File: src/hw/ccr_pkg.sv
// ccr_pkg: constants for the channel configuration and calibration register bank.
// assumes a 32-bit apb with byte addresses; each register index maps to index * 4.
package ccr_pkg;

   // -------------------------------------------------------------------------
   // widths
   // -------------------------------------------------------------------------
   localparam int CCR_REG_W = 16;
   localparam int CCR_APB_DW = 32;
   localparam int CCR_APB_AW = 8;
   localparam int CCR_IDX_W = 6;
   localparam int CCR_TRIM_W = 24;
   localparam int CCR_PHASE_W = 10;
   localparam int CCR_SEL_W = 2;
   localparam int CCR_CNT_W = 8;

   // -------------------------------------------------------------------------
   // register indices (byte address = index * 4)
   // -------------------------------------------------------------------------
   localparam logic [CCR_IDX_W-1:0] CCR_IDX_CHANNEL_SETUP = 6'h0e;
   localparam logic [CCR_IDX_W-1:0] CCR_IDX_OFFSET_TRIM_UPPER = 6'h0f;
   localparam logic [CCR_IDX_W-1:0] CCR_IDX_OFFSET_TRIM_LOWER = 6'h10;
   localparam logic [CCR_IDX_W-1:0] CCR_IDX_GAIN_TRIM_UPPER = 6'h11;
   localparam logic [CCR_IDX_W-1:0] CCR_IDX_GAIN_TRIM_LOWER = 6'h12;
   localparam logic [CCR_IDX_W-1:0] CCR_IDX_BANK_STATUS = 6'h20;
   localparam int CCR_IDX_LSB = 2;

   // -------------------------------------------------------------------------
   // channel_setup fields
   // -------------------------------------------------------------------------
   localparam int CCR_PHASE_MSB = 15;
   localparam int CCR_PHASE_LSB = 6;
   localparam int CCR_DC_OFF_BIT = 2;
   localparam int CCR_SEL_MSB = 1;
   localparam int CCR_SEL_LSB = 0;

   // -------------------------------------------------------------------------
   // split of the 24-bit trims over upper and lower registers
   // -------------------------------------------------------------------------
   localparam int CCR_LOW_FIELD_MSB = 15;
   localparam int CCR_LOW_FIELD_LSB = 8;

   // -------------------------------------------------------------------------
   // bank_status fields
   // -------------------------------------------------------------------------
   localparam int CCR_STAT_ERR_BIT = 0;
   localparam int CCR_STAT_CNT_LSB = 8;
   localparam int CCR_STAT_CNT_MSB = 15;

   // -------------------------------------------------------------------------
   // reset values and writable masks
   // -------------------------------------------------------------------------
   localparam logic [CCR_REG_W-1:0] CCR_RST_CHANNEL_SETUP = 16'h0000;
   localparam logic [CCR_REG_W-1:0] CCR_RST_OFFSET_UPPER = 16'h0000;
   localparam logic [CCR_REG_W-1:0] CCR_RST_OFFSET_LOWER = 16'h0000;
   localparam logic [CCR_REG_W-1:0] CCR_RST_GAIN_UPPER = 16'h8000;
   localparam logic [CCR_REG_W-1:0] CCR_RST_GAIN_LOWER = 16'h0000;
   localparam logic [CCR_REG_W-1:0] CCR_MASK_CHANNEL_SETUP = 16'hffc7;
   localparam logic [CCR_REG_W-1:0] CCR_MASK_FULL = 16'hffff;
   localparam logic [CCR_REG_W-1:0] CCR_MASK_LOWER = 16'hff00;

   // -------------------------------------------------------------------------
   // input selector codes
   // -------------------------------------------------------------------------
   typedef enum logic [CCR_SEL_W-1:0] {
      CCR_SEL_PINS = 2'b00,
      CCR_SEL_SHORTED = 2'b01,
      CCR_SEL_TEST_POS = 2'b10,
      CCR_SEL_TEST_NEG = 2'b11
   } ccr_sel_t;

endpackage

File: src/hw/ccr_field_reg.sv
// ccr_field_reg: one 16-bit register with per-byte enables and a writable mask.
// assumes a synchronised active-low reset; bits outside the mask hold their reset value.
module ccr_field_reg #(
   parameter int WIDTH = 16,
   parameter logic [WIDTH-1:0] RESET_VAL = '0,
   parameter logic [WIDTH-1:0] WR_MASK = '1
) (
   // clock and reset
   input wire logic clk_i,
   input wire logic rst_n_i,
   // write port
   input wire logic wr_en_i,
   input wire logic [WIDTH/8-1:0] wr_be_i,
   input wire logic [WIDTH-1:0] wr_data_i,
   // contents
   output logic [WIDTH-1:0] q_o
);

   logic [WIDTH-1:0] lane_mask;
   logic [WIDTH-1:0] next_q;

   // -------------------------------------------------------------------------
   // byte lanes
   // -------------------------------------------------------------------------
   genvar gi;
   generate
      for (gi = 0; gi < WIDTH/8; gi++) begin : g_lane
         assign lane_mask[gi*8 +: 8] = {8{wr_be_i[gi]}};
      end
   endgenerate

   // reserved positions ignore the written value and keep reading their reset value
   assign next_q = (q_o & ~(lane_mask & WR_MASK)) | (wr_data_i & lane_mask & WR_MASK);

   always_ff @(posedge clk_i or negedge rst_n_i) begin
      if (!rst_n_i) begin
         q_o <= RESET_VAL;
      end else if (wr_en_i) begin
         q_o <= next_q;
      end
   end

endmodule // ccr_field_reg

File: src/hw/ccr_regs.sv
// ccr_regs: apb slave holding the channel setup and offset/gain trim registers.
// assumes an apb master on ref_clk_i; the converter datapath reads the decoded outputs.
//
// Contract
// - setup bits 15:6 hold signed phase delay
// - setup bit 2 disables this channel's dc filter
// - setup bits 1:0 select the converter input
// - offset upper holds offset bits 23:8
// - offset lower bits 15:8 hold offset 7:0
// - lower trim registers bits 7:0 read zero
// - gain upper holds unsigned gain bits 23:8
// - gain lower bits 15:8 hold gain 7:0
// - gain upper resets to unity 8000h
// - offset upper resets to zero
//
// Implementation choice: register access over APB.
module ccr_regs
   import ccr_pkg::*;
(
   // clock and reset
   input wire logic ref_clk_i,
   input wire logic rst_n_i,
   // apb slave
   input wire logic psel_i,
   input wire logic penable_i,
   input wire logic pwrite_i,
   input wire logic [CCR_APB_AW-1:0] paddr_i,
   input wire logic [CCR_APB_DW-1:0] pwdata_i,
   input wire logic [CCR_APB_DW/8-1:0] pstrb_i,
   output logic pready_o,
   output logic [CCR_APB_DW-1:0] prdata_o,
   output logic pslverr_o,
   // global dc filter control from elsewhere in the converter
   input wire logic global_dc_filter_setting_i,
   // channel configuration to the datapath
   output logic signed [CCR_PHASE_W-1:0] phase_delay_field_o,
   output logic dc_filter_off_bit_o,
   output logic dc_filter_active_o,
   output logic [CCR_SEL_W-1:0] input_selector_o,
   output logic sel_pins_o,
   output logic sel_shorted_o,
   output logic sel_test_pos_o,
   output logic sel_test_neg_o,
   // calibration values to the datapath
   output logic signed [CCR_TRIM_W-1:0] offset_trim_o,
   output logic [CCR_TRIM_W-1:0] gain_trim_o,
   output logic trim_update_o
);

   // -------------------------------------------------------------------------
   // reset release
   // -------------------------------------------------------------------------
   logic rst_meta;
   logic rst_sync_n;

   always_ff @(posedge ref_clk_i or negedge rst_n_i) begin
      if (!rst_n_i) begin
         rst_meta <= 1'b0;
         rst_sync_n <= 1'b0;
      end else begin
         rst_meta <= 1'b1;
         rst_sync_n <= rst_meta;
      end
   end

   // -------------------------------------------------------------------------
   // apb phase and address decode
   // -------------------------------------------------------------------------
   logic setup_phase;
   logic access_done;
   logic [CCR_IDX_W-1:0] reg_idx;
   logic addr_aligned;
   logic addr_in_range;
   logic hit_setup;
   logic hit_offset_upper;
   logic hit_offset_lower;
   logic hit_gain_upper;
   logic hit_gain_lower;
   logic hit_status;
   logic hit_any;
   logic hit_writable;
   logic [CCR_REG_W/8-1:0] wr_be;

   // the answer is prepared during setup so that pready can come from a flop
   assign setup_phase = psel_i && !penable_i;
   assign access_done = psel_i && penable_i && pready_o;
   assign reg_idx = paddr_i[CCR_IDX_LSB +: CCR_IDX_W];
   assign addr_aligned = (paddr_i[CCR_IDX_LSB-1:0] == 2'h0);
   assign addr_in_range = (paddr_i[CCR_APB_AW-1:CCR_IDX_LSB] == reg_idx);
   assign hit_setup = addr_aligned && (reg_idx == CCR_IDX_CHANNEL_SETUP);
   assign hit_offset_upper = addr_aligned && (reg_idx == CCR_IDX_OFFSET_TRIM_UPPER);
   assign hit_offset_lower = addr_aligned && (reg_idx == CCR_IDX_OFFSET_TRIM_LOWER);
   assign hit_gain_upper = addr_aligned && (reg_idx == CCR_IDX_GAIN_TRIM_UPPER);
   assign hit_gain_lower = addr_aligned && (reg_idx == CCR_IDX_GAIN_TRIM_LOWER);
   assign hit_status = addr_aligned && (reg_idx == CCR_IDX_BANK_STATUS);
   assign hit_writable = hit_setup || hit_offset_upper || hit_offset_lower ||
                         hit_gain_upper || hit_gain_lower;
   assign hit_any = addr_in_range && (hit_writable || hit_status);

   // only the low two byte lanes carry register bits; upper strobes are ignored
   assign wr_be = pstrb_i[CCR_REG_W/8-1:0];

   // -------------------------------------------------------------------------
   // write strobes, taken only at the completing access edge
   // -------------------------------------------------------------------------
   logic wr_ok;
   logic wr_setup;
   logic wr_offset_upper;
   logic wr_offset_lower;
   logic wr_gain_upper;
   logic wr_gain_lower;

   // status is read-only, so a write to it counts as an error and stores nothing
   assign wr_ok = access_done && pwrite_i && addr_in_range;
   assign wr_setup = wr_ok && hit_setup;
   assign wr_offset_upper = wr_ok && hit_offset_upper;
   assign wr_offset_lower = wr_ok && hit_offset_lower;
   assign wr_gain_upper = wr_ok && hit_gain_upper;
   assign wr_gain_lower = wr_ok && hit_gain_lower;

   // -------------------------------------------------------------------------
   // register storage
   // -------------------------------------------------------------------------
   logic [CCR_REG_W-1:0] channel_setup;
   logic [CCR_REG_W-1:0] offset_trim_upper;
   logic [CCR_REG_W-1:0] offset_trim_lower;
   logic [CCR_REG_W-1:0] gain_trim_upper;
   logic [CCR_REG_W-1:0] gain_trim_lower;

   // reserved bits 5:3 are outside the mask and stay zero
   ccr_field_reg #(
      .WIDTH(CCR_REG_W),
      .RESET_VAL(CCR_RST_CHANNEL_SETUP),
      .WR_MASK(CCR_MASK_CHANNEL_SETUP)
   ) u_channel_setup (
      .clk_i(ref_clk_i),
      .rst_n_i(rst_sync_n),
      .wr_en_i(wr_setup),
      .wr_be_i(wr_be),
      .wr_data_i(pwdata_i[CCR_REG_W-1:0]),
      .q_o(channel_setup)
   );

   ccr_field_reg #(
      .WIDTH(CCR_REG_W),
      .RESET_VAL(CCR_RST_OFFSET_UPPER),
      .WR_MASK(CCR_MASK_FULL)
   ) u_offset_trim_upper (
      .clk_i(ref_clk_i),
      .rst_n_i(rst_sync_n),
      .wr_en_i(wr_offset_upper),
      .wr_be_i(wr_be),
      .wr_data_i(pwdata_i[CCR_REG_W-1:0]),
      .q_o(offset_trim_upper)
   );

   ccr_field_reg #(
      .WIDTH(CCR_REG_W),
      .RESET_VAL(CCR_RST_OFFSET_LOWER),
      .WR_MASK(CCR_MASK_LOWER)
   ) u_offset_trim_lower (
      .clk_i(ref_clk_i),
      .rst_n_i(rst_sync_n),
      .wr_en_i(wr_offset_lower),
      .wr_be_i(wr_be),
      .wr_data_i(pwdata_i[CCR_REG_W-1:0]),
      .q_o(offset_trim_lower)
   );

   ccr_field_reg #(
      .WIDTH(CCR_REG_W),
      .RESET_VAL(CCR_RST_GAIN_UPPER),
      .WR_MASK(CCR_MASK_FULL)
   ) u_gain_trim_upper (
      .clk_i(ref_clk_i),
      .rst_n_i(rst_sync_n),
      .wr_en_i(wr_gain_upper),
      .wr_be_i(wr_be),
      .wr_data_i(pwdata_i[CCR_REG_W-1:0]),
      .q_o(gain_trim_upper)
   );

   ccr_field_reg #(
      .WIDTH(CCR_REG_W),
      .RESET_VAL(CCR_RST_GAIN_LOWER),
      .WR_MASK(CCR_MASK_LOWER)
   ) u_gain_trim_lower (
      .clk_i(ref_clk_i),
      .rst_n_i(rst_sync_n),
      .wr_en_i(wr_gain_lower),
      .wr_be_i(wr_be),
      .wr_data_i(pwdata_i[CCR_REG_W-1:0]),
      .q_o(gain_trim_lower)
   );

   // -------------------------------------------------------------------------
   // bank status: last access error and a wrapping write counter
   // -------------------------------------------------------------------------
   logic last_err;
   logic [CCR_CNT_W-1:0] write_count;
   logic access_err;
   logic [CCR_REG_W-1:0] bank_status;

   assign access_err = !hit_any || (pwrite_i && hit_status);

   always_ff @(posedge ref_clk_i or negedge rst_sync_n) begin
      if (!rst_sync_n) begin
         last_err <= 1'b0;
      end else if (access_done) begin
         last_err <= access_err;
      end
   end

   always_ff @(posedge ref_clk_i or negedge rst_sync_n) begin
      if (!rst_sync_n) begin
         write_count <= '0;
      end else if (wr_ok && hit_writable) begin
         write_count <= write_count + 8'h01;
      end
   end

   always_comb begin
      bank_status = '0;
      bank_status[CCR_STAT_ERR_BIT] = last_err;
      bank_status[CCR_STAT_CNT_MSB:CCR_STAT_CNT_LSB] = write_count;
   end

   // -------------------------------------------------------------------------
   // read data select
   // -------------------------------------------------------------------------
   logic [CCR_REG_W-1:0] rd_sel;

   // unmapped reads return zero with an error
   assign rd_sel = !addr_in_range ? '0 :
                   hit_setup ? channel_setup :
                   hit_offset_upper ? offset_trim_upper :
                   hit_offset_lower ? offset_trim_lower :
                   hit_gain_upper ? gain_trim_upper :
                   hit_gain_lower ? gain_trim_lower :
                   hit_status ? bank_status : '0;

   // -------------------------------------------------------------------------
   // apb answer: zero wait states, ready in the first access cycle
   // -------------------------------------------------------------------------
   always_ff @(posedge ref_clk_i or negedge rst_sync_n) begin
      if (!rst_sync_n) begin
         pready_o <= 1'b0;
      end else begin
         pready_o <= setup_phase;
      end
   end

   always_ff @(posedge ref_clk_i or negedge rst_sync_n) begin
      if (!rst_sync_n) begin
         prdata_o <= '0;
      end else if (setup_phase && !pwrite_i) begin
         prdata_o <= {{(CCR_APB_DW-CCR_REG_W){1'b0}}, rd_sel};
      end else if (setup_phase) begin
         prdata_o <= '0;
      end
   end

   always_ff @(posedge ref_clk_i or negedge rst_sync_n) begin
      if (!rst_sync_n) begin
         pslverr_o <= 1'b0;
      end else begin
         pslverr_o <= setup_phase && access_err;
      end
   end

   // -------------------------------------------------------------------------
   // decoded configuration
   // -------------------------------------------------------------------------
   logic [CCR_SEL_W-1:0] sel_field;
   logic dc_off;
   logic [CCR_TRIM_W-1:0] next_offset;
   logic [CCR_TRIM_W-1:0] next_gain;

   assign sel_field = channel_setup[CCR_SEL_MSB:CCR_SEL_LSB];
   assign dc_off = channel_setup[CCR_DC_OFF_BIT];
   // upper register carries bits 23:8, the lower register's top byte bits 7:0
   assign next_offset = {offset_trim_upper,
                         offset_trim_lower[CCR_LOW_FIELD_MSB:CCR_LOW_FIELD_LSB]};
   assign next_gain = {gain_trim_upper,
                       gain_trim_lower[CCR_LOW_FIELD_MSB:CCR_LOW_FIELD_LSB]};

   always_ff @(posedge ref_clk_i or negedge rst_sync_n) begin
      if (!rst_sync_n) begin
         phase_delay_field_o <= '0;
         input_selector_o <= CCR_SEL_PINS;
         dc_filter_off_bit_o <= 1'b0;
      end else begin
         phase_delay_field_o <= channel_setup[CCR_PHASE_MSB:CCR_PHASE_LSB];
         input_selector_o <= sel_field;
         dc_filter_off_bit_o <= dc_off;
      end
   end

   // a set off bit overrides the global filter setting for this channel only
   always_ff @(posedge ref_clk_i or negedge rst_sync_n) begin
      if (!rst_sync_n) begin
         dc_filter_active_o <= 1'b0;
      end else begin
         dc_filter_active_o <= global_dc_filter_setting_i && !dc_off;
      end
   end

   always_ff @(posedge ref_clk_i or negedge rst_sync_n) begin
      if (!rst_sync_n) begin
         sel_pins_o <= 1'b1;
         sel_shorted_o <= 1'b0;
         sel_test_pos_o <= 1'b0;
         sel_test_neg_o <= 1'b0;
      end else begin
         sel_pins_o <= (sel_field == CCR_SEL_PINS);
         sel_shorted_o <= (sel_field == CCR_SEL_SHORTED);
         sel_test_pos_o <= (sel_field == CCR_SEL_TEST_POS);
         sel_test_neg_o <= (sel_field == CCR_SEL_TEST_NEG);
      end
   end

   // -------------------------------------------------------------------------
   // calibration outputs
   // -------------------------------------------------------------------------
   // values follow each half as soon as it is written; software that needs a
   // glitch-free change writes the lower half while the datapath is idle
   always_ff @(posedge ref_clk_i or negedge rst_sync_n) begin
      if (!rst_sync_n) begin
         offset_trim_o <= '0;
         gain_trim_o <= {CCR_RST_GAIN_UPPER,
                         CCR_RST_GAIN_LOWER[CCR_LOW_FIELD_MSB:CCR_LOW_FIELD_LSB]};
      end else begin
         offset_trim_o <= next_offset;
         gain_trim_o <= next_gain;
      end
   end

   // pulse comes one cycle before the new trim first shows on offset_trim_o and gain_trim_o
   always_ff @(posedge ref_clk_i or negedge rst_sync_n) begin
      if (!rst_sync_n) begin
         trim_update_o <= 1'b0;
      end else begin
         trim_update_o <= wr_ok && hit_writable;
      end
   end

endmodule // ccr_regs

File: config.mk
export PLATFORM = sky130hd
export DESIGN_NAME = ccr_regs
export DESIGN_NICKNAME = d
export VERILOG_FILES = /design/src/hw/ccr_pkg.sv /design/src/hw/ccr_field_reg.sv /design/src/hw/ccr_regs.sv
export SDC_FILE = /design/constraint.sdc
export NUM_CORES = 1
export LEC_CHECK = 0
export BUFFER_PORTS_ARGS = -buffer_cell sky130_fd_sc_hd__clkbuf_2
export CAP_MARGIN = 25
export CORE_MARGIN = 2
export CORE_UTILIZATION = 42
export DETAILED_ROUTE_END_ITERATION = 7
export PLACE_DENSITY_LB_ADDON = 0.15
export SLEW_MARGIN = 30
export SYNTH_ARGS = -nofsm -noshare
export SYNTH_HDL_FRONTEND = slang
export SYNTH_SLANG_ARGS = --single-unit
export TNS_END_PERCENT = 10
File: constraint.sdc
create_clock -name ref_clk_i -period 14.2 [get_ports ref_clk_i]
set_input_delay 2.84 -clock ref_clk_i [delete_from_list [all_inputs] [get_ports ref_clk_i]]
set_output_delay 2.84 -clock ref_clk_i [all_outputs]
set_load 0.02 [all_outputs]
==> qor.txt, run 1 <==
RUN STATUS
----------------------------------------------------------------------------------------
Run status ................................................................ finished clean

POWER AND IR DROP
----------------------------------------------------------------------------------------
Worst-case vdd ir drop ....................................................      68.8 µV
Pwr/cell area .............................................................   131 nW/µm²
Leakage ...................................................................      3.82 nW

ROUTING
----------------------------------------------------------------------------------------
DRC violations left .......................................................            0
Via density ...............................................................         5.15
Number of antenna-violating nets in the routed design .....................            0
Wire length per cell after detailed routing ...............................      18.2 µm
Number of search-and-repair iterations in the first detailed-routing pass .            4
Violation count after the first detailed-routing iteration ................          261
Vias after detailed routing ...............................................        3,923
Wire length reported by the detailed router ...............................    13,900 µm

LAYOUT
----------------------------------------------------------------------------------------
Fraction of layout instances using a drive strength above 1 ...............        39.8%
Non-filler instance count after layout ....................................          762
Nets ......................................................................          617
Most common cell after layout, fill and taps aside ........................      dfrtp_1
Area added between synthesis and finish ...................................        21.9%
Most frequent cells in the layout ......................................... dfrtp_1 (153), clkbuf_2 (116), mux2_2 (61)
Storage element area ......................................................     3940 µm²
Post-layout instance area .................................................     7490 µm²
Number of antenna cells inserted ..........................................            0
Area taken by multi-input logic gates .....................................     2050 µm²
# fillers .................................................................        1,286

WORST SETUP PATH
----------------------------------------------------------------------------------------
Launch point of the critical path .........................................   paddr_i[2]
Worst R2R Path Depth ......................................................            4
Setup Crit Path Kind ...................................................... input pin to flop
Worst setup EP type .......................................................         flop
Worst-path maximum fanout .................................................           41
CP startpoint kind ........................................................    input pin
Reg-to-reg critical path startpoint ....................................... pready_o$_DFF_PN0_
Worst path required time ..................................................     14.49 ns
Register-to-register setup slack ..........................................     12.06 ns
CP arrival ................................................................      5.14 ns

PLACE
----------------------------------------------------------------------------------------
Global placer's final weighted congestion .................................        0.793
HPWL Detailed .............................................................      9490 µm
Number of cells after detailed placement ..................................          731
Port buffer count .........................................................          116
Instance area at placement ................................................     6850 µm²

GRT
----------------------------------------------------------------------------------------
Initial antenna violation count ...........................................            0
GRT Residual Overflow .....................................................            0
Largest net degree at the start of global routing .........................           62
Aggregate global-route resource usage .....................................        18.6%
Vias in the first global route ............................................        4,135
First-pass GRT wire length ................................................    22,300 µm

CLOCKING
----------------------------------------------------------------------------------------
Root Driver ...............................................................    clkbuf_16
Number of buffers between clock root and the deepest sink .................            2
CTS resizes ...............................................................            0
Clock latency on the worst-skew pair ......................................      0.42 ns
Post-CTS repair timing setup buffer count .................................            0
CTS Hold Buffers Added ....................................................            0
Clock-pin transition on the worst setup and hold timing paths .............      0.06 ns
# clock sinks .............................................................          157
Deepest level of the CTS H-tree ...........................................            4
Total clock buffers created by CTS ........................................           17
Clock tree from TritonCTS .................................................          yes

FLOORPLANNING
----------------------------------------------------------------------------------------
IO Count ..................................................................          151
Core Region ...............................................................   14,400 µm²
Die extent in x ...........................................................       125 µm
Die boundary height .......................................................       125 µm
Number of placement rows ..................................................           44
Die Footprint .............................................................   15,600 µm²
Initial Util ..............................................................        42.6%

SYNTH
----------------------------------------------------------------------------------------
Async S/R FF share, synth .................................................         100%
Number of warning messages in the yosys log ...............................            0
Number of library cell types mapped by synthesis ..........................           60
Gate Count Post-Synth .....................................................          445
EDFF count, synth .........................................................            0
Most common flop cell mapped by yosys .....................................      dfrtp_1
Count of state elements after synthesis ...................................          157
Average instance area after synthesis .....................................     13.8 µm²
Share of the yosys chip area belonging to registers .......................        63.9%
Post-synthesis instance area ..............................................     6150 µm²

STA
----------------------------------------------------------------------------------------
Unrepaired setup endpoints after global routing ...........................           no
Final count of negative-setup-slack endpoints .............................            0
Clock skew after layout ...................................................   0.00693 ns
Measured slew at the worst slew-check pin .................................     0.923 ns
Fin crit period ...........................................................      4.84 ns
Number of hold violations in the final report .............................            0
Normalized max-slew margin ................................................        38.5%
Final slew viol count .....................................................            0
Achievable clock frequency ................................................      206 MHz
Final worst path period share .............................................        34.1%
Setup TNS Final ...........................................................         0 ns

JOB
----------------------------------------------------------------------------------------
Max-cap viol count ........................................................            0

WORST HOLD PATH
----------------------------------------------------------------------------------------
Worst min-delay path class ................................................ flop to asynchronous set/reset pin

worst max-delay path, stage by stage:
cell      delay [ns]
clkbuf_2        0.51
nor4b_4         0.55
nand4_1         0.69
mux2_2          0.53
Yosys cell counts (all sizes together) (4+ instances only):
library cell	instances	share of area, %
a2111oi	5	0.71
a21oi	12	0.98
a22oi	5	0.61
a32oi	4	0.69
buf	24	2.7
clkbuf	8	0.49
dfrtp	154	63
inv	6	0.37
mux2	62	11
nand2	26	1.6
nand2b	13	1.3
nand3	10	0.90
nand4	6	0.71
nor2	12	0.85
nor2b	12	1.2
nor4	5	1.2
o21ai	16	1.3
o221ai	4	0.57
xor2	6	0.85
cell families after synthesis:
logic type | count (synthesis) | share of synthesized area, %
AND/OR/NAND/NOR | 102 | 10.8
flip-flops | 157 | 63.9
other | 2 | 0.122
XOR/XNOR | 7 | 0.997
adder cells (fa/ha/maj) | 1 | 0.203
buffers and inverters | 38 | 3.58
AO/OA/AOI/OAI | 73 | 8.50
multiplexers | 65 | 11.8
worst min path at each step:
stage / start / to / slack (ns) / cells past startpoint
final: rst_sync_n$_DFF_PN0_ / asynchronous set/reset pin / 0.31 / 0
after detailed placement: rst_sync_n$_DFF_PN0_ / asynchronous set/reset pin / 0.34 / 0
after global placement: rst_sync_n$_DFF_PN0_ / asynchronous set/reset pin / 0.33 / 0
after global routing: rst_sync_n$_DFF_PN0_ / asynchronous set/reset pin / 0.36 / 0
after floorplan: rst_meta$_DFF_PN0_ / rst_sync_n$_DFF_PN0_ / 0.33 / 0
after CTS: rst_sync_n$_DFF_PN0_ / asynchronous set/reset pin / 0.34 / 0
metrics by stage:
| stage | utilization [%] | setup slack, ns | power [mW] | hold slack [ns] |
|---|---|---|---|---|
| 5_1_grt | 52.0 | 9.28 | 1.02 | 0.363 |
| 6_report | 52.0 | 9.36 | 0.982 | 0.313 |
| 3_5_place_dp | 47.5 | 8.90 | 0.498 | 0.337 |
| 2_1_floorplan | - | 9.51 | 0.486 | 0.331 |
| 3_3_place_gp | 47.5 | 8.97 | 0.497 | 0.330 |
| 4_1_cts | 52.0 | 9.35 | 0.992 | 0.339 |
power by group:
group          internal, mW  switching [mW]
Sequential            0.450         0.00346
Combinational       0.00885          0.0267
Clock                 0.321           0.173
Total                 0.779           0.203
per-layer routing:
layer	GRT usage (%)	routed length, µm	up-vias
li1	-	-	1809
met1	24.1	5960	1979
met2	29.1	6690	113
met3	5.99	895	22
met4	7.78	344	0
met5	0	0	-
area by class of cell:
type	count	share of cell area (%)
inverters	6	0.301
repair buffers	119	8.05
clock buffers	21	6.14
well taps	184	3.07
flip-flops and latches	157	52.5
clock inverters	10	2.50
multi-input cells	265	27.4
Note: power is estimated with default switching activity, not from simulation.
==> inputs of run 2 (changes only) <==
==> constraint.sdc (replaced) <==
create_clock -name ref_clk_i -period 4.4 [get_ports ref_clk_i]
set_input_delay 0.88 -clock ref_clk_i [delete_from_list [all_inputs] [get_ports ref_clk_i]]
set_output_delay 0.88 -clock ref_clk_i [all_outputs]
set_load 0.02 [all_outputs]
==> qor.txt, run 2 (synthesis gave the netlist of run 1 again) <==
RUN STATUS
----------------------------------------------------------------------------------------
Run status ................................................................ finished clean   unchanged

PLACE
----------------------------------------------------------------------------------------
Port buffer count .........................................................          116   unchanged
Number of cells after detailed placement ..................................          733   was 731
HPWL Detailed .............................................................      9740 µm   was 9490 µm
Global placer's final weighted congestion .................................        0.795   was 0.793

CLOCKING
----------------------------------------------------------------------------------------
Post-CTS repair timing setup buffer count .................................            0   unchanged
CTS resizes ...............................................................            0   unchanged
Number of buffers between clock root and the deepest sink .................            2   unchanged
Clock-pin transition on the worst setup and hold timing paths .............      0.06 ns   about the same
Clock latency on the worst-skew pair ......................................      0.43 ns   was 0.42 ns
Deepest level of the CTS H-tree ...........................................            4   unchanged
Total clock buffers created by CTS ........................................           17   unchanged
Root Driver ...............................................................    clkbuf_16   unchanged
# clock sinks .............................................................          157   unchanged
CTS Hold Buffers Added ....................................................            0   unchanged
Clock tree from TritonCTS .................................................          yes   unchanged

POWER AND IR DROP
----------------------------------------------------------------------------------------
Pwr/cell area .............................................................   404 nW/µm²   was 131 nW/µm²
Clock power share .........................................................        47.5%   was 50.2%
Cell internal power dissipation ...........................................      2.35 mW   was 779 µW
Worst-case vdd ir drop ....................................................       241 µV   was 68.8 µV
Share of total power in combinational logic ...............................         4.0%   was 3.6%
Proportion of power drawn by flip-flops and latches .......................        48.5%   was 46.2%
Net switching power .......................................................       668 µW   was 203 µW
Leakage ...................................................................      3.80 nW   was 3.82 nW
Total Power Consumption ...................................................      3.01 mW   was 982 µW
Switching Share ...........................................................        22.2%   was 20.7%

STA
----------------------------------------------------------------------------------------
Clock skew after layout ...................................................   0.00823 ns   was 0.00693 ns
Setup TNS Final ...........................................................         0 ns   unchanged
Number of hold violations in the final report .............................            0   unchanged
Measured slew at the worst slew-check pin .................................     0.791 ns   was 0.923 ns
Achievable clock frequency ................................................      360 MHz
Normalized max-slew margin ................................................        47.1%   was 38.5%
Final worst path period share .............................................        63.1%
Final slew viol count .....................................................            0   unchanged
Final count of negative-setup-slack endpoints .............................            0   unchanged
Unrepaired setup endpoints after global routing ...........................           no   unchanged
Fin crit period ...........................................................      2.78 ns

ROUTING
----------------------------------------------------------------------------------------
Wire length reported by the detailed router ...............................    14,300 µm   was 13,900 µm
Via density ...............................................................         5.18   was 5.15
Number of antenna-violating nets in the routed design .....................            0   unchanged
Number of search-and-repair iterations in the first detailed-routing pass .            5   was 4
Vias after detailed routing ...............................................        3,966   was 3,923
Violation count after the first detailed-routing iteration ................          279   was 261
DRC violations left .......................................................            0   unchanged
Wire length per cell after detailed routing ...............................      18.7 µm   was 18.2 µm

WORST SETUP PATH
----------------------------------------------------------------------------------------
Critical-path cell with the highest stage delay ...........................      nand4_1   unchanged
Worst Path Buf+Inv ........................................................            1   unchanged
CP startpoint kind ........................................................    input pin   unchanged
Launch point of the critical path .........................................   paddr_i[7]   was paddr_i[2]
List of cells traversed by the critical path .............................. clkbuf_2 > nor4b_4 > nand4_1 > mux2_2   unchanged
CP arrival ................................................................      3.08 ns   was 5.14 ns
Worst setup EP type .......................................................         flop   unchanged
Kind of cell adding the most delay to the critical path ................... simple AND/OR/NAND/NOR gates   unchanged
Reg-to-reg critical path startpoint ....................................... pready_o$_DFF_PN0_   unchanged
Worst path required time ..................................................      4.70 ns   was 14.49 ns
Setup Crit Path Kind ...................................................... input pin to flop   unchanged
Crit-path max cell delay ..................................................      0.81 ns   was 0.69 ns
Worst-path maximum fanout .................................................           13   was 41

FLOORPLANNING
----------------------------------------------------------------------------------------
Die Footprint .............................................................   15,600 µm²   unchanged
Die boundary height .......................................................       125 µm   unchanged
Initial Util ..............................................................        42.6%   unchanged
Die extent in x ...........................................................       125 µm   unchanged
Core Region ...............................................................   14,400 µm²   unchanged
Number of placement rows ..................................................           44   unchanged
IO Count ..................................................................          151   unchanged

LAYOUT
----------------------------------------------------------------------------------------
Fraction of layout instances using a drive strength above 1 ...............        40.1%   was 39.8%
Number of antenna cells inserted ..........................................            0   unchanged
Most frequent cells in the layout ......................................... dfrtp_1 (153), clkbuf_2 (116), mux2_2 (61)   unchanged
Most common cell after layout, fill and taps aside ........................      dfrtp_1   unchanged
Nets ......................................................................          619   was 617
Non-filler instance count after layout ....................................          765   was 762
Area added between synthesis and finish ...................................        21.4%   was 21.9%

JOB
----------------------------------------------------------------------------------------
Max-cap viol count ........................................................            0   unchanged

GRT
----------------------------------------------------------------------------------------
Largest net degree at the start of global routing .........................           54   was 62
GRT Residual Overflow .....................................................            0   unchanged
First-pass GRT wire length ................................................    23,100 µm   was 22,300 µm
Aggregate global-route resource usage .....................................        19.2%   was 18.6%
Initial antenna violation count ...........................................            0   unchanged
Vias in the first global route ............................................        4,217   was 4,135

WORST HOLD PATH
----------------------------------------------------------------------------------------
Worst min-delay path class ................................................ input pin to asynchronous set/reset pin   was flop to asynchronous set/reset pin

-- run 2: changes by cell type in the layout (fill, tap and decap cells not counted), sizes merged --
cell	delta
clkinvlp	+2
inv	+1
bufinv	-3
clkbuf	+1
buf	+2
-- run 2: path summary, 6_finish.rpt --
| check | to | slack (ns) | depth (start not counted) |
|---|---|---|---|
| worst max-delay path | flop | 1.62 | 4 |
| worst min-delay path | rst_sync_n$_DFF_PN0_ | 0.23 | 1 |
| worst max register to register | flop | 2.27 | 3 |
| worst min register to register | gain_trim_o[12]$_DFF_PN0_ | 0.26 | 0 |
| max in group asynchronous | gain_trim_o[23]$_DFF_PN1_ | 3.24 | 1 |
| min in group ref_clk_i | rst_sync_n$_DFF_PN0_ | 0.35 | 0 |
-- run 2: metrics by stage --
| stage | worst slack (ns) | utilization [%] | hold slack (ns) | cell area (µm²) |
|---|---|---|---|---|
| floorplan | 1.80 | - | 0.331 | 6210 |
| global route | 1.50 | 51.8 | 0.217 | 7460 |
| detailed placement | 1.20 | 47.7 | 0.281 | 6880 |
| global placement | 1.21 | 47.5 | 0.339 | 6850 |
| CTS | 1.63 | 51.7 | 0.216 | 7460 |
| finish | 1.62 | 51.8 | 0.231 | 7460 |
-- run 2: power groups by stage --
stage	Combinational (mW)	Sequential (mW)	Clock, mW
2_1_floorplan	0.0641	1.51	0
3_3_place_gp	0.107	1.50	0
3_5_place_dp	0.122	1.49	0
4_1_cts	0.122	1.46	1.46
5_1_grt	0.135	1.46	1.54
6_report	0.121	1.46	1.43
-- run 2: worst reg2reg max path, stage by stage, from the launching register on --
cell and delay (ns):
dfrtp_1 0.37, and4_1 0.42, nand4_1 0.68, mux2_2 0.53
-- run 2: cell type report --
class                           instances  area [µm²]
Clock inverter                         10         114
Clock buffer                           22         464
Sequential cell                       157        3940
Fill cell                            1281        6960
Tap cell                              184         230
Timing Repair Buffer                  121         638
Inverter                                6        22.5
Multi-Input combinational cell        265        2060
-- run 2: routing by layer --
metal	global-route usage (%)	routed length [µm]	vias to the layer above
met5	0	0	-
met4	7.39	314	0
li1	-	-	1820
met1	24.3	5950	1997
met3	7.06	1010	25
met2	30.5	7000	124
==> inputs of run 3 (changes only) <==
==> constraint.sdc (replaced) <==
create_clock -name ref_clk_i -period 2.3 [get_ports ref_clk_i]
set_input_delay 0.46 -clock ref_clk_i [delete_from_list [all_inputs] [get_ports ref_clk_i]]
set_output_delay 0.46 -clock ref_clk_i [all_outputs]
set_load 0.02 [all_outputs]
==> qor.txt, run 3 (synthesis gave the netlist of run 1 again) <==
POWER AND IR DROP
----------------------------------------------------------------------------------------
Proportion of power drawn by flip-flops and latches .......................        47.8%   was 48.5%
Net switching power .......................................................      1.27 mW   was 668 µW
Leakage ...................................................................      3.92 nW   was 3.80 nW
Cell internal power dissipation ...........................................      4.58 mW   was 2.35 mW
Switching Share ...........................................................        21.7%   was 22.2%
Share of total power in combinational logic ...............................         4.1%   was 4.0%
Pwr/cell area .............................................................   764 nW/µm²   was 404 nW/µm²
Worst-case vdd ir drop ....................................................       528 µV   was 241 µV
Clock power share .........................................................        48.1%   was 47.5%

WORST SETUP PATH
----------------------------------------------------------------------------------------
CP arrival ................................................................      2.06 ns   was 3.08 ns
Reg-to-reg critical path startpoint ....................................... pready_o$_DFF_PN0_   unchanged
Worst setup EP type .......................................................         flop   unchanged
CP startpoint kind ........................................................         flop   was input pin
Setup Crit Path Kind ...................................................... flop to flop   was input pin to flop
Launch point of the critical path ......................................... pready_o$_DFF_PN0_   was paddr_i[7]
Worst R2R Path Depth ......................................................            4   was 3
Worst-path maximum fanout .................................................            8   was 13
Worst path required time ..................................................      2.60 ns   was 4.70 ns
Register-to-register setup slack ..........................................      0.55 ns   was 2.27 ns

GRT
----------------------------------------------------------------------------------------
Fraction of met2 tracks used by global routing ............................        30.6%   was 30.5%
Met1 GRT Util .............................................................        23.8%   was 24.3%
GR Layer Usage met3 .......................................................        6.63%   was 7.06%
Aggregate global-route resource usage .....................................        19.0%   was 19.2%
Global routing's busiest layer ............................................         met2   unchanged
GRT Residual Overflow .....................................................            0   unchanged
Initial antenna violation count ...........................................            0   unchanged
Vias in the first global route ............................................        4,205   was 4,217
First-pass GRT wire length ................................................    23,000 µm   was 23,100 µm
Largest net degree at the start of global routing .........................           65   was 54

PLACE
----------------------------------------------------------------------------------------
Port buffer count .........................................................          116   unchanged
Setup WS pre-CTS ..........................................................     0.230 ns   was 1.20 ns
HPWL Detailed .............................................................    10,100 µm   was 9740 µm
Global placer's final weighted congestion .................................        0.852   was 0.795
Number of cells after detailed placement ..................................          756   was 733
Instance area at placement ................................................     7060 µm²   was 6880 µm²

CLOCKING
----------------------------------------------------------------------------------------
Clock latency on the worst-skew pair ......................................      0.42 ns   was 0.43 ns
Post-CTS repair timing setup buffer count .................................            0   unchanged
Total clock buffers created by CTS ........................................           17   unchanged
Root Driver ...............................................................    clkbuf_16   unchanged
# clock sinks .............................................................          157   unchanged
Clock-pin transition on the worst setup and hold timing paths .............      0.06 ns   about the same
Deepest level of the CTS H-tree ...........................................            4   unchanged
Number of buffers between clock root and the deepest sink .................            2   unchanged
Clock tree from TritonCTS .................................................          yes   unchanged

STA
----------------------------------------------------------------------------------------
Worst hold slack ..........................................................     0.255 ns   was 0.231 ns
Final count of negative-setup-slack endpoints .............................            0   unchanged
Setup TNS Final ...........................................................         0 ns   unchanged
Measured slew at the worst slew-check pin .................................     0.541 ns   was 0.791 ns
Normalized max-slew margin ................................................        63.9%   was 47.1%
Final worst setup slack ...................................................     0.548 ns   was 1.62 ns
Final worst path period share .............................................        76.2%
Achievable clock frequency ................................................      571 MHz
Final slew viol count .....................................................            0   unchanged
Clock skew after layout ...................................................   0.00521 ns   was 0.00823 ns
Fin crit period ...........................................................      1.75 ns
Number of hold violations in the final report .............................            0   unchanged
Unrepaired setup endpoints after global routing ...........................           no   unchanged

FLOORPLANNING
----------------------------------------------------------------------------------------
Number of placement rows ..................................................           44   unchanged
Die boundary height .......................................................       125 µm   unchanged
Die extent in x ...........................................................       125 µm   unchanged
IO Count ..................................................................          151   unchanged
Core Region ...............................................................   14,400 µm²   unchanged
Die Footprint .............................................................   15,600 µm²   unchanged
Initial Util ..............................................................        42.6%   unchanged

LAYOUT
----------------------------------------------------------------------------------------
Non-filler instance count after layout ....................................          789   was 765
Nets ......................................................................          643   was 619
Fraction of layout instances using a drive strength above 1 ...............        42.0%   was 40.1%
Most common cell after layout, fill and taps aside ........................      dfrtp_1   unchanged
# fillers .................................................................        1,251   was 1,281
Number of antenna cells inserted ..........................................            0   unchanged
Most frequent cells in the layout ......................................... dfrtp_1 (153), clkbuf_2 (116), mux2_2 (61)   unchanged
Area taken by multi-input logic gates .....................................     2050 µm²   was 2060 µm²
Storage element area ......................................................     3940 µm²   unchanged
Area added between synthesis and finish ...................................        24.6%   was 21.4%
Post-layout instance area .................................................     7660 µm²   was 7460 µm²

ROUTING
----------------------------------------------------------------------------------------
Via density ...............................................................         5.13   was 5.18
Wire length reported by the detailed router ...............................    14,300 µm   about the same
Number of search-and-repair iterations in the first detailed-routing pass .            4   was 5
Violation count after the first detailed-routing iteration ................          210   was 279
Wire length per cell after detailed routing ...............................      18.1 µm   was 18.7 µm
DRC violations left .......................................................            0   unchanged
Number of antenna-violating nets in the routed design .....................            0   unchanged
Vias after detailed routing ...............................................        4,044   was 3,966

JOB
----------------------------------------------------------------------------------------
Max-cap viol count ........................................................            0   unchanged

WORST HOLD PATH
----------------------------------------------------------------------------------------
Worst min-delay path class ................................................ input pin to flop   was input pin to asynchronous set/reset pin

RUN STATUS
----------------------------------------------------------------------------------------
Run status ................................................................ finished clean   unchanged

run 3: critical path, cell delays in order, from the launching register on:
cell and delay [ns]:
dfrtp_1 0.37, and4_1 0.30, buf_4 0.17, nand4_2 0.37, mux2_2 0.42
run 3: worst min path at each step:
stage                               startpoint  cells past startpoint                      endpoint
global placement                       rst_n_i                      1            rst_meta$_DFF_PN0_
finish              global_dc_filter_setting_i                      2  dc_filter_active_o$_DFF_PN0_
detailed placement                     rst_n_i                      1            rst_meta$_DFF_PN0_
global route        global_dc_filter_setting_i                      2  dc_filter_active_o$_DFF_PN0_
CTS                 global_dc_filter_setting_i                      2  dc_filter_active_o$_DFF_PN0_
floorplan                              rst_n_i                      0            rst_meta$_DFF_PN0_
run 3: final cells by class:
cell class	instances	area share [%]
clock buffers	22	5.93
flip-flops and latches	157	51.4
well taps	184	3.00
clock inverters	10	1.83
multi-input cells	265	26.8
inverters	6	0.294
repair buffers	145	10.8
run 3: power groups by stage:
| stage | Sequential [mW] | Clock (mW) | Combinational (mW) |
|---|---|---|---|
| final | 2.80 | 2.82 | 0.242 |
| after global routing | 2.80 | 2.99 | 0.268 |
| after CTS | 2.80 | 2.88 | 0.245 |
| after detailed placement | 2.85 | 0 | 0.244 |
| after global placement | 2.85 | 0 | 0.237 |
| after floorplan | 2.88 | 0 | 0.123 |
run 3: stage by stage:
stage / utilization [%] / power (mW)
5_1_grt: 53.1 / 6.06
2_1_floorplan: - / 3.00
4_1_cts: 53.1 / 5.92
3_3_place_gp: 48.9 / 3.09
3_5_place_dp: 48.9 / 3.09
6_report: 53.1 / 5.86
run 3: repair_timing:
action	4_1_cts	5_1_grt
hold buffers	1	0
setup endpoints to repair	0	0
endpoints found under the hold margin	2	0
resized for setup	0	0
run 3: per-layer routing:
metal / up-vias / wire (µm) / part of all wire, %
met5: - / 0 / 0
met3: 13 / 1070 / 7.5
li1: 1873 / - / -
met2: 117 / 7020 / 49
met4: 0 / 238 / 1.7
met1: 2041 / 5930 / 42
